## src/design/bmmd_defs.vh

```
// Purpose: Constants for the boot memory map decoder.
// Assumes: Byte addresses of 32 bits on one shared processor bus.
// Notes: Region windows, array sizes, flash geometry, config registers and checksum extents.
`ifndef BMMD_DEFS_VH
`define BMMD_DEFS_VH
`define BMMD_AW 32
`define BMMD_DW 32
// Reset map.
`define BMMD_RST_ROM_BASE 32'h0000_0000
`define BMMD_RST_ROM_LAST 32'h0000_ffff
`define BMMD_RST_PF_BASE 32'h0001_0000
`define BMMD_RST_PF_LAST 32'h0001_7fff
// Normal map.
`define BMMD_NRM_PF_BASE 32'h0000_0000
`define BMMD_NRM_PF_LAST 32'h0000_7fff
`define BMMD_NRM_ROM_BASE 32'h0001_0000
`define BMMD_NRM_ROM_LAST 32'h0001_0fff
// Windows common to both maps.
`define BMMD_DF_BASE 32'h0001_8800
`define BMMD_DF_LAST 32'h0001_8fff
`define BMMD_RAM_BASE 32'h0001_9000
`define BMMD_RAM_LAST 32'h0001_9fff
// Peripheral windows: 256 bytes each.
`define BMMD_PERI_LO 32'h0002_0000
`define BMMD_PERI_HI 32'h000e_0000
`define BMMD_PERI_OFS_W 8
`define BMMD_SYS_BASE 32'hfff7_0000
`define BMMD_PERI_SEL_W 16
// Array word address widths.
`define BMMD_ROM_AW 10
`define BMMD_PF_AW 13
`define BMMD_DF_AW 9
`define BMMD_RAM_AW 10
// Flash erase geometry in words.
`define BMMD_PF_PAGE_W 8
`define BMMD_DF_PAGE_W 3
// Configuration window and its registers.
`define BMMD_CFG_BASE 32'hffff_fe00
`define BMMD_CFG_MAP 8'h00
`define BMMD_CFG_SIZE 8'h04
`define BMMD_SIZE_MIN 5'h0a
`define BMMD_SIZE_MAX 5'h18
`define BMMD_SIZE_RST 5'h0f
// Checksum extents in words.
`define BMMD_CK_SHORT 13'h01ff
`define BMMD_CK_FULL 13'h1fff
`endif

```

## src/design/bmmd_window.v

```verilog
// Purpose: One address window comparator.
// Assumes: Base and last are inclusive byte addresses.
// Notes: Reused for the ROM, program flash, data flash and RAM windows.
`default_nettype none
module bmmd_window (
  input wire [31:0] addr,
  input wire [31:0] base,
  input wire [31:0] last,
  output wire hit
);
  // Inclusive compare keeps aliasing decisions in the caller.
  assign hit = (addr >= base) && (addr <= last);
endmodule // bmmd_window
`default_nettype wire

```

## src/design/bmmd_decoder.v

```verilog
// Purpose: Address decode, boot remap and boot checksum sequencer.
// Assumes: One bus master, single-cycle requests held until ready.
// Notes: Checksum engine reads program flash words through pf_rdata.
// What this block does
// - All memories and peripherals share one bus and one linear address space.
// - After reset, program flash sits at 0x0001_0000 to 0x0001_7fff.
// - After reset, 4K boot ROM aliases sixteen times across the low 64K.
// - Data flash and RAM keep their windows in both maps.
// - Boot code switches to normal map; flash moves to zero, ROM upward.
// - Peripherals decode 256-byte windows at 64K bases, system blocks near top.
// - Program flash is 8K by 32 words with page or mass erase.
// - Data flash is 512 by 32 words with 32-byte pages and ECC.
// - RAM is 1K by 32 words inside its 4K window.
// - Every reset starts execution in the boot ROM, which checksums flash.
// - A valid 2 kB checksum jumps to flash location zero.
// - Otherwise a valid 32 kB checksum also jumps to flash location zero.
// - When both checksums fail the ROM stays in control for host commands.
// - Host commands may read and write any address, flash included.
// - Program flash region size configurable from 1 kB to 16 MB, default at reset.
// - Config accesses add a wait state; writes need privileged mode.
`default_nettype none
`include "bmmd_defs.vh"
module bmmd_decoder (
  input wire sys_clk,
  input wire rst_n,
  input wire bus_req,
  input wire bus_we,
  input wire bus_priv,
  input wire [31:0] bus_addr,
  input wire [31:0] bus_wdata,
  output reg [31:0] bus_rdata,
  output wire bus_ready,
  output wire sel_rom,
  output wire sel_pflash,
  output wire sel_dflash,
  output wire sel_ram,
  output wire sel_cfg,
  output wire [15:0] sel_peri,
  output wire [9:0] rom_word,
  output wire [12:0] pf_word,
  output wire [8:0] df_word,
  output wire [9:0] ram_word,
  output wire [4:0] pf_erase_page,
  output wire [5:0] df_erase_page,
  input wire [31:0] rom_rdata,
  input wire [31:0] pf_rdata,
  input wire [31:0] df_rdata,
  input wire [31:0] ram_rdata,
  input wire [31:0] peri_rdata,
  input wire [31:0] ck_expect_short,
  input wire [31:0] ck_expect_full,
  output reg [12:0] ck_addr,
  output reg normal_map,
  output reg boot_done,
  output reg host_mode
);
  localparam [2:0] ST_INIT = 3'h0;
  localparam [2:0] ST_SHORT = 3'h1;
  localparam [2:0] ST_FULL = 3'h2;
  localparam [2:0] ST_JUMP = 3'h3;
  localparam [2:0] ST_HOST = 3'h4;

  reg [2:0] state_reg;
  reg [2:0] state_next;
  reg [31:0] sum_reg;
  reg [4:0] size_reg;
  reg wait_reg;
  wire [31:0] pf_base;
  wire [31:0] pf_last;
  wire [31:0] rom_base;
  wire [31:0] rom_last;
  wire [31:0] size_bytes;
  wire hit_pf;
  wire hit_rom;
  wire hit_df;
  wire hit_ram;
  wire in_peri;
  wire in_sys;
  wire [31:0] sum_new;
  wire sys_busy;

  // The map bit picks base addresses; the ROM window spans the alias range before the switch.
  assign pf_base = normal_map ? `BMMD_NRM_PF_BASE : `BMMD_RST_PF_BASE;
  assign pf_last = normal_map ? `BMMD_NRM_PF_LAST : `BMMD_RST_PF_LAST;
  assign rom_base = normal_map ? `BMMD_NRM_ROM_BASE : `BMMD_RST_ROM_BASE;
  assign rom_last = normal_map ? `BMMD_NRM_ROM_LAST : `BMMD_RST_ROM_LAST;
  // Configured size caps the program flash window; the excess simply does not decode.
  assign size_bytes = 32'h0000_0001 << size_reg;

  bmmd_window u_pf (.addr(bus_addr), .base(pf_base), .last(pf_last), .hit(hit_pf));
  bmmd_window u_rom (.addr(bus_addr), .base(rom_base), .last(rom_last), .hit(hit_rom));
  bmmd_window u_df (.addr(bus_addr), .base(`BMMD_DF_BASE), .last(`BMMD_DF_LAST),
    .hit(hit_df));
  bmmd_window u_ram (.addr(bus_addr), .base(`BMMD_RAM_BASE), .last(`BMMD_RAM_LAST),
    .hit(hit_ram));

  // Peripheral windows: 64K-aligned bases, only the low 256 bytes answer.
  assign in_peri = (bus_addr >= `BMMD_PERI_LO) && (bus_addr <= (`BMMD_PERI_HI | 32'h0000_00ff))
    && (bus_addr[15:`BMMD_PERI_OFS_W] == 8'h00);
  assign in_sys = (bus_addr[31:16] == `BMMD_SYS_BASE >> 16) && !sel_cfg;

  // A single select is active at a time; all share the same bus.
  assign sel_pflash = bus_req && hit_pf && ((bus_addr - pf_base) < size_bytes);
  assign sel_rom = bus_req && hit_rom;
  assign sel_dflash = bus_req && hit_df;
  assign sel_ram = bus_req && hit_ram;
  assign sel_cfg = bus_req && (bus_addr[31:8] == `BMMD_CFG_BASE >> 8);
  // Sixteen peripheral select bits: 13 power blocks on bits 0-12 plus the group near the top on bit 15.
  assign sel_peri[14:0] = {15{bus_req && in_peri}} & (15'h0001 << (bus_addr[19:16] - 4'h2));
  assign sel_peri[15] = bus_req && in_sys;

  // Low twelve address bits select the ROM word in every alias.
  assign rom_word = bus_addr[11:2];
  assign pf_word = sys_busy ? ck_addr : bus_addr[14:2];
  assign df_word = bus_addr[10:2];
  assign ram_word = bus_addr[11:2];
  // Erase page indices: 1kB pages in program flash, 32-byte pages in data flash.
  assign pf_erase_page = pf_word[12:`BMMD_PF_PAGE_W];
  assign df_erase_page = df_word[8:`BMMD_DF_PAGE_W];

  // Config accesses stall one cycle; the checksum engine also holds off flash reads.
  assign sys_busy = (state_reg == ST_SHORT) || (state_reg == ST_FULL);
  assign bus_ready = bus_req && !(sel_cfg && !wait_reg) && !(sel_pflash && sys_busy);

  // Read data: registered, zero when nothing decodes.
  always @(posedge sys_clk or negedge rst_n) begin
    if (!rst_n) begin
      bus_rdata <= 32'h0000_0000;
    end else if (bus_ready && !bus_we) begin
      if (sel_rom) begin
        bus_rdata <= rom_rdata;
      end else if (sel_pflash) begin
        bus_rdata <= pf_rdata;
      end else if (sel_dflash) begin
        bus_rdata <= df_rdata;
      end else if (sel_ram) begin
        bus_rdata <= ram_rdata;
      end else if (sel_cfg) begin
        bus_rdata <= (bus_addr[7:0] == `BMMD_CFG_SIZE) ? {27'h0, size_reg} :
          {31'h0, normal_map};
      end else if (|sel_peri) begin
        bus_rdata <= peri_rdata;
      end else begin
        bus_rdata <= 32'h0000_0000;
      end
    end
  end

  // Config registers: the wait flag gives the one extra cycle; user-mode writes are dropped.
  always @(posedge sys_clk or negedge rst_n) begin
    if (!rst_n) begin
      wait_reg <= 1'b0;
      normal_map <= 1'b0;
      size_reg <= `BMMD_SIZE_RST;
    end else begin
      wait_reg <= sel_cfg && !wait_reg;
      if (sel_cfg && wait_reg && bus_we && bus_priv) begin
        if (bus_addr[7:0] == `BMMD_CFG_MAP) begin
          normal_map <= bus_wdata[0];
        end else if (bus_addr[7:0] == `BMMD_CFG_SIZE) begin
          if (bus_wdata[4:0] < `BMMD_SIZE_MIN) begin
            size_reg <= `BMMD_SIZE_MIN;
          end else if (bus_wdata[4:0] > `BMMD_SIZE_MAX) begin
            size_reg <= `BMMD_SIZE_MAX;
          end else begin
            size_reg <= bus_wdata[4:0];
          end
        end
      end
      // The jump switches maps on the same edge that raises boot_done, so flash code never
      // runs under the reset map; being last, it also wins over a clearing write that cycle.
      if ((state_next == ST_JUMP) && (state_reg != ST_JUMP)) begin
        normal_map <= 1'b1;
      end
    end
  end

  assign sum_new = sum_reg + pf_rdata;

  // Boot sequencer: short checksum, full one only if it fails, then jump or stay for the host.
  always @* begin
    state_next = state_reg;
    case (state_reg)
      ST_INIT: state_next = ST_SHORT;
      ST_SHORT: begin
        if (ck_addr == `BMMD_CK_SHORT) begin
          state_next = (sum_new == ck_expect_short) ? ST_JUMP : ST_FULL;
        end
      end
      ST_FULL: begin
        if (ck_addr == `BMMD_CK_FULL) begin
          state_next = (sum_new == ck_expect_full) ? ST_JUMP : ST_HOST;
        end
      end
      ST_JUMP: state_next = ST_JUMP;
      ST_HOST: state_next = ST_HOST;
      default: state_next = ST_INIT;
    endcase
  end

  // Sequencer registers; the sum restarts when the full pass begins.
  always @(posedge sys_clk or negedge rst_n) begin
    if (!rst_n) begin
      state_reg <= ST_INIT;
      ck_addr <= 13'h0000;
      sum_reg <= 32'h0000_0000;
      boot_done <= 1'b0;
      host_mode <= 1'b0;
    end else begin
      state_reg <= state_next;
      if (state_next != state_reg) begin
        ck_addr <= 13'h0000;
        sum_reg <= 32'h0000_0000;
      end else if (sys_busy) begin
        ck_addr <= ck_addr + 13'h0001;
        sum_reg <= sum_new;
      end
      boot_done <= (state_next == ST_JUMP);
      host_mode <= (state_next == ST_HOST);
    end
  end
endmodule // bmmd_decoder
`default_nettype wire

```

## config.mk

```make
export PLATFORM = sky130hd
export DESIGN_NAME = bmmd_decoder
export DESIGN_NICKNAME = d
export VERILOG_FILES = /design/src/design/bmmd_window.v /design/src/design/bmmd_decoder.v
export VERILOG_INCLUDE_DIRS = /design/src /design/src/design
export SDC_FILE = /design/constraint.sdc
export NUM_CORES = 1
export LEC_CHECK = 0
export BUFFER_PORTS_ARGS = -buffer_cell sky130_fd_sc_hd__buf_2
export CAP_MARGIN = 20
export CORE_AREA = 2 2 160 162
export CTS_CLUSTER_DIAMETER = 50
export DETAILED_ROUTE_END_ITERATION = 10
export DIE_AREA = 0 0 162 164
export GPL_ROUTABILITY_DRIVEN = 0
export GPL_TIMING_DRIVEN = 0
export PLACE_DENSITY = 0.71
export SYNTH_ARGS = -nofsm -noshare
export SYNTH_HDL_FRONTEND = slang
export SYNTH_SLANG_ARGS = --single-unit
export TNS_END_PERCENT = 5
```

## constraint.sdc

```tcl
create_clock -name sys_clk -period 5.2 [get_ports sys_clk]
set_clock_uncertainty 0.15 [all_clocks]
set_input_delay 0.52 -clock sys_clk [delete_from_list [all_inputs] [get_ports sys_clk]]
set_output_delay 0.52 -clock sys_clk [all_outputs]
set_load 0.1 [all_outputs]
```

==> out/summary.log <==
INFO  cts            cts_tree=yes
INFO  drt            detailroute.via_count=12784
INFO  logic_synthesis yosysWarnings=0
INFO  die            die-height=164um
INFO  sta            report.final.hold_viol_count=0
INFO  critical_path  cp.required=4.53ns
INFO  die            row_count=58
INFO  logic_synthesis mappedNetlistArea=10500um2
INFO  die            die_area=26600um2
INFO  critical_path  worstSetupStartpointType=flop
INFO  drt            routed_wirelength=44900um
INFO  global_route   grt_first_pass_wirelength=66100um
INFO  critical_path  crit_path_start=normal_map
INFO  critical_path  worst-endpoint-arrival=4.39ns
INFO  power          peakVddDrop=0.365mV
INFO  drt            drcViolationCount=0
INFO  die            chipWidth=162um
INFO  hold_path      holdPathStages=3
INFO  critical_path  timing.rr.start=normal_map
INFO  sta            tightestPinTransition=0.946ns
INFO  logic_synthesis synthesis.instances=1398
INFO  critical_path  crit_path_max_fanout=10
INFO  drt            routed_len_inst=21.0um
INFO  power          power_leakage=6.35nW
INFO  cts            clk_root_buf=sky130_fd_sc_hd__clkbuf_16
INFO  die            floorplan.initialDensity=42.4%
INFO  logic_synthesis synth_ff_type=sky130_fd_sc_hd__dfrtp_1
INFO  logic_synthesis synth_area_leaders=sky130_fd_sc_hd__dfrtp_1 20%, sky130_fd_sc_hd__nand2_1 9.7%, sky130_fd_sc_hd__ha_1 8.7%, sky130_fd_sc_hd__nor2_1 4.4%, sky130_fd_sc_hd__xnor2_1 4.2%
INFO  placement      post-place-ws=-0.376ns
INFO  cts            cts_inserted_buffers=9
INFO  global_route   grt_remaining_overflow=0
INFO  logic_synthesis synthDistinctLibCells=85
INFO  power          total_power=0.00590W
INFO  global_route   vias_in_the_first_global_route=11488
INFO  cells_and_area final_layout_size_suffix_gt1_share=28.2%
INFO  sta            share_of_the_cycle_needed_by_the_critical_path_after_routing=97.4%
INFO  drt            drt_pass_1_iters=6
INFO  critical_path  cp-end-kind=primary output
INFO  logic_synthesis postSynthAreaPerCell=7.52um2
INFO  critical_path  timing.setup.critical_path_class=flop to primary output
INFO  logic_synthesis syn_nets=1765
INFO  logic_synthesis seq_area_frac_synth=21.2%
INFO  sta            setup_ws=0.136ns
INFO  sta            maxClockFrequency=197MHz
INFO  logic_synthesis synth-edff-count=0
INFO  critical_path  rr_worst_depth=17
INFO  hold_path      hold_class=input port to flop
INFO  sta            timing.final.setup_violations=0
INFO  placement      place_hpwl=36900um
INFO  cts            clockBufferDepth=2
INFO  drt            starting_drt_drc_count=1504
INFO  sta            period_minus_slack=5.06ns
INFO  global_route   grt_max_degree=57
INFO  status         result_of_the_run=finished clean
INFO  cts            clk_pin_slew_worst_paths=0.08ns
INFO  cells_and_area finish.net_count=2165
INFO  sta            max_slew_headroom_at_the_worst_pin=35.3%
INFO  placement      io_buffer_count=386
INFO  sta            unrepaired_setup_endpoints_after_global_routing=true
INFO  sta            drv_slew=0
INFO  hold_path      beginning_of_the_worst_hold_path=bus_wdata[2]
INFO  logic_synthesis synth_area_leader_cell=sky130_fd_sc_hd__dfrtp_1
INFO  logic_synthesis synth_largest_type_area_fraction=20.2%
INFO  cts            clkSinkCount=89
INFO  die            core=24800um2
INFO  cts            htreeDepth=3
INFO  cts            cts_post_setup_buffers_inserted=0
INFO  critical_path  worst_r2r_endpoint=bus_rdata[6]
INFO  drt            final_ant_viol_nets=0
INFO  logic_synthesis ys_seq_elements=89
INFO  global_route   antenna_found_initial=8
INFO  cells_and_area most-common-layout-cells=414 x sky130_fd_sc_hd__buf_2, 271 x sky130_fd_sc_hd__nand2_1, 122 x sky130_fd_sc_hd__nor2_1
INFO  logic_synthesis synth_async_sr_flop_share=100%
INFO  critical_path  flop2flop_setup_slack=0.15ns
INFO  hold_path      worst_hold_endpoint=size_reg[2]
INFO  run            cap_violations=0
INFO  cts            clk_latency_worst_skew_pair=0.35ns
INFO  global_route   gr-usage-all-layers=32.0%
INFO  power          cellPowerDensity=444nW/um2
INFO  drt            detail_route.vias_per_cell=5.98
INFO  cells_and_area mostFrequentLayoutCell=sky130_fd_sc_hd__buf_2
INFO  cells_and_area synthToLayoutAreaGrowth=26.3%
INFO  die            boundaryPins=416
==> final cells by class <==
cell class              count  area (um2)
plain buffers             123         674
flip-flops and latches     89        2230
multi-input cells        1165        7560
well taps                 330         413
fillers                  2438       11500
clock inverters             6        90.1
diodes                      6        15.0
clock buffers               9         225
inverters                  20        75.1
repair buffers            390        1990
==> where the power goes <==
group | leakage [nW] | internal [W] | total (W) | switching [W]
Clock | 0.152 | 0.000422 | 0.000735 | 0.000313
Combinational | 5.13 | 0.00153 | 0.00420 | 0.00267
Sequential | 1.06 | 0.000867 | 0.000966 | 0.0000983
Total | 6.35 | 0.00282 | 0.00590 | 0.00308
==> Yosys cell counts, types with 6 or more instances <==
| master | instances |
|---|---|
| sky130_fd_sc_hd__nand2_1 | 271 |
| sky130_fd_sc_hd__nor2_1 | 122 |
| sky130_fd_sc_hd__a21oi_1 | 85 |
| sky130_fd_sc_hd__dfrtp_1 | 85 |
| sky130_fd_sc_hd__ha_1 | 73 |
| sky130_fd_sc_hd__xnor2_1 | 50 |
| sky130_fd_sc_hd__xor2_1 | 48 |
| sky130_fd_sc_hd__clkbuf_1 | 47 |
| sky130_fd_sc_hd__buf_4 | 42 |
| sky130_fd_sc_hd__nand4_1 | 39 |
| sky130_fd_sc_hd__nor3_1 | 39 |
| sky130_fd_sc_hd__o211ai_1 | 39 |
| sky130_fd_sc_hd__o21ai_0 | 39 |
| sky130_fd_sc_hd__a31oi_1 | 38 |
| sky130_fd_sc_hd__a222oi_1 | 32 |
| sky130_fd_sc_hd__buf_2 | 31 |
| sky130_fd_sc_hd__nand3_1 | 29 |
| sky130_fd_sc_hd__a21o_1 | 26 |
| sky130_fd_sc_hd__inv_1 | 20 |
| sky130_fd_sc_hd__nor4_1 | 20 |
| sky130_fd_sc_hd__and3_1 | 15 |
| sky130_fd_sc_hd__a211oi_1 | 13 |
| sky130_fd_sc_hd__o21a_1 | 12 |
| sky130_fd_sc_hd__xnor3_1 | 12 |
| sky130_fd_sc_hd__nand2b_1 | 10 |
| sky130_fd_sc_hd__nor2b_1 | 10 |
| sky130_fd_sc_hd__o21ai_1 | 9 |
| sky130_fd_sc_hd__and2_1 | 8 |
| sky130_fd_sc_hd__or3_1 | 8 |
| sky130_fd_sc_hd__and4_1 | 6 |
| sky130_fd_sc_hd__nand3b_1 | 6 |
| sky130_fd_sc_hd__nor3b_1 | 6 |
| sky130_fd_sc_hd__or4_1 | 6 |
==> metal layers <==
layer | wire length [um] | track usage, % | share of wire (%)
met5 | 14 | 0 | 0.031
met4 | 1900 | 12.9 | 4.2
met3 | 4330 | 4.92 | 9.6
met1 | 18400 | 42.7 | 41
met2 | 20300 | 52.0 | 45
==> worst max-delay path, stage by stage (launching register included) <==
cell                        delay, ns
sky130_fd_sc_hd__dfrtp_2         0.50
sky130_fd_sc_hd__inv_1           0.11
sky130_fd_sc_hd__ha_1            0.17
sky130_fd_sc_hd__ha_1            0.18
sky130_fd_sc_hd__nor3b_1         0.46
sky130_fd_sc_hd__nand2_1         0.22
sky130_fd_sc_hd__nor4_1          0.27
sky130_fd_sc_hd__xor2_1          0.21
sky130_fd_sc_hd__ha_1            0.26
sky130_fd_sc_hd__nor2b_1         0.13
sky130_fd_sc_hd__o21ai_0         0.20
sky130_fd_sc_hd__o2111ai_1       0.18
sky130_fd_sc_hd__a311o_1         0.41
sky130_fd_sc_hd__nor2_1          0.12
sky130_fd_sc_hd__o211ai_1        0.16
sky130_fd_sc_hd__and3b_1         0.23
sky130_fd_sc_hd__buf_4           0.23
==> metrics by stage <==
stage                     utilization (%)  hold slack (ns)  area, um2  std cells  TNS (ns)
after floorplan                         -           0.0744      10500       1398         0
after global placement               51.9            0.291      12900       2114     -6.60
after detailed placement             52.0            0.295      12900       2116     -8.02
after CTS                            53.3            0.252      13200       2132         0
after global routing                 53.5            0.263      13300       2138     -5.56
final                                53.5            0.265      13300       2138         0
==> cells by family after synthesis <==
| group | Yosys count | synth area share (%) |
|---|---|---|
| adders and majority gates | 74 | 8.88 |
| buffers and inverters | 144 | 7.08 |
| AOI/OAI and AO/OA | 354 | 23.3 |
| muxes | 7 | 0.726 |
| DFF | 89 | 21.2 |
| xor gates and xnor gates | 112 | 11.2 |
| and+or+nand+nor | 618 | 27.6 |
==> how the worst max path moves through the flow <==
| stage | end | slack (ns) | depth (start not counted) |
|---|---|---|---|
| final | bus_ready | 0.14 | 16 |
| after global routing | bus_ready | -0.27 | 16 |
| after CTS | bus_ready | 0.02 | 20 |
| after detailed placement | bus_rdata[23] | -0.38 | 21 |
| after global placement | bus_rdata[24] | -0.32 | 21 |
| after floorplan | sel_pflash | 0.24 | 15 |
==> what timing repair did <==
action | CTS | global route
hold buffers | 1 | 0
setup endpoints to repair | 5 | 34
gates resized for setup | 2 | 15
endpoints found under the hold margin | 11 | 0
Note: power is estimated with default switching activity, not from simulation.
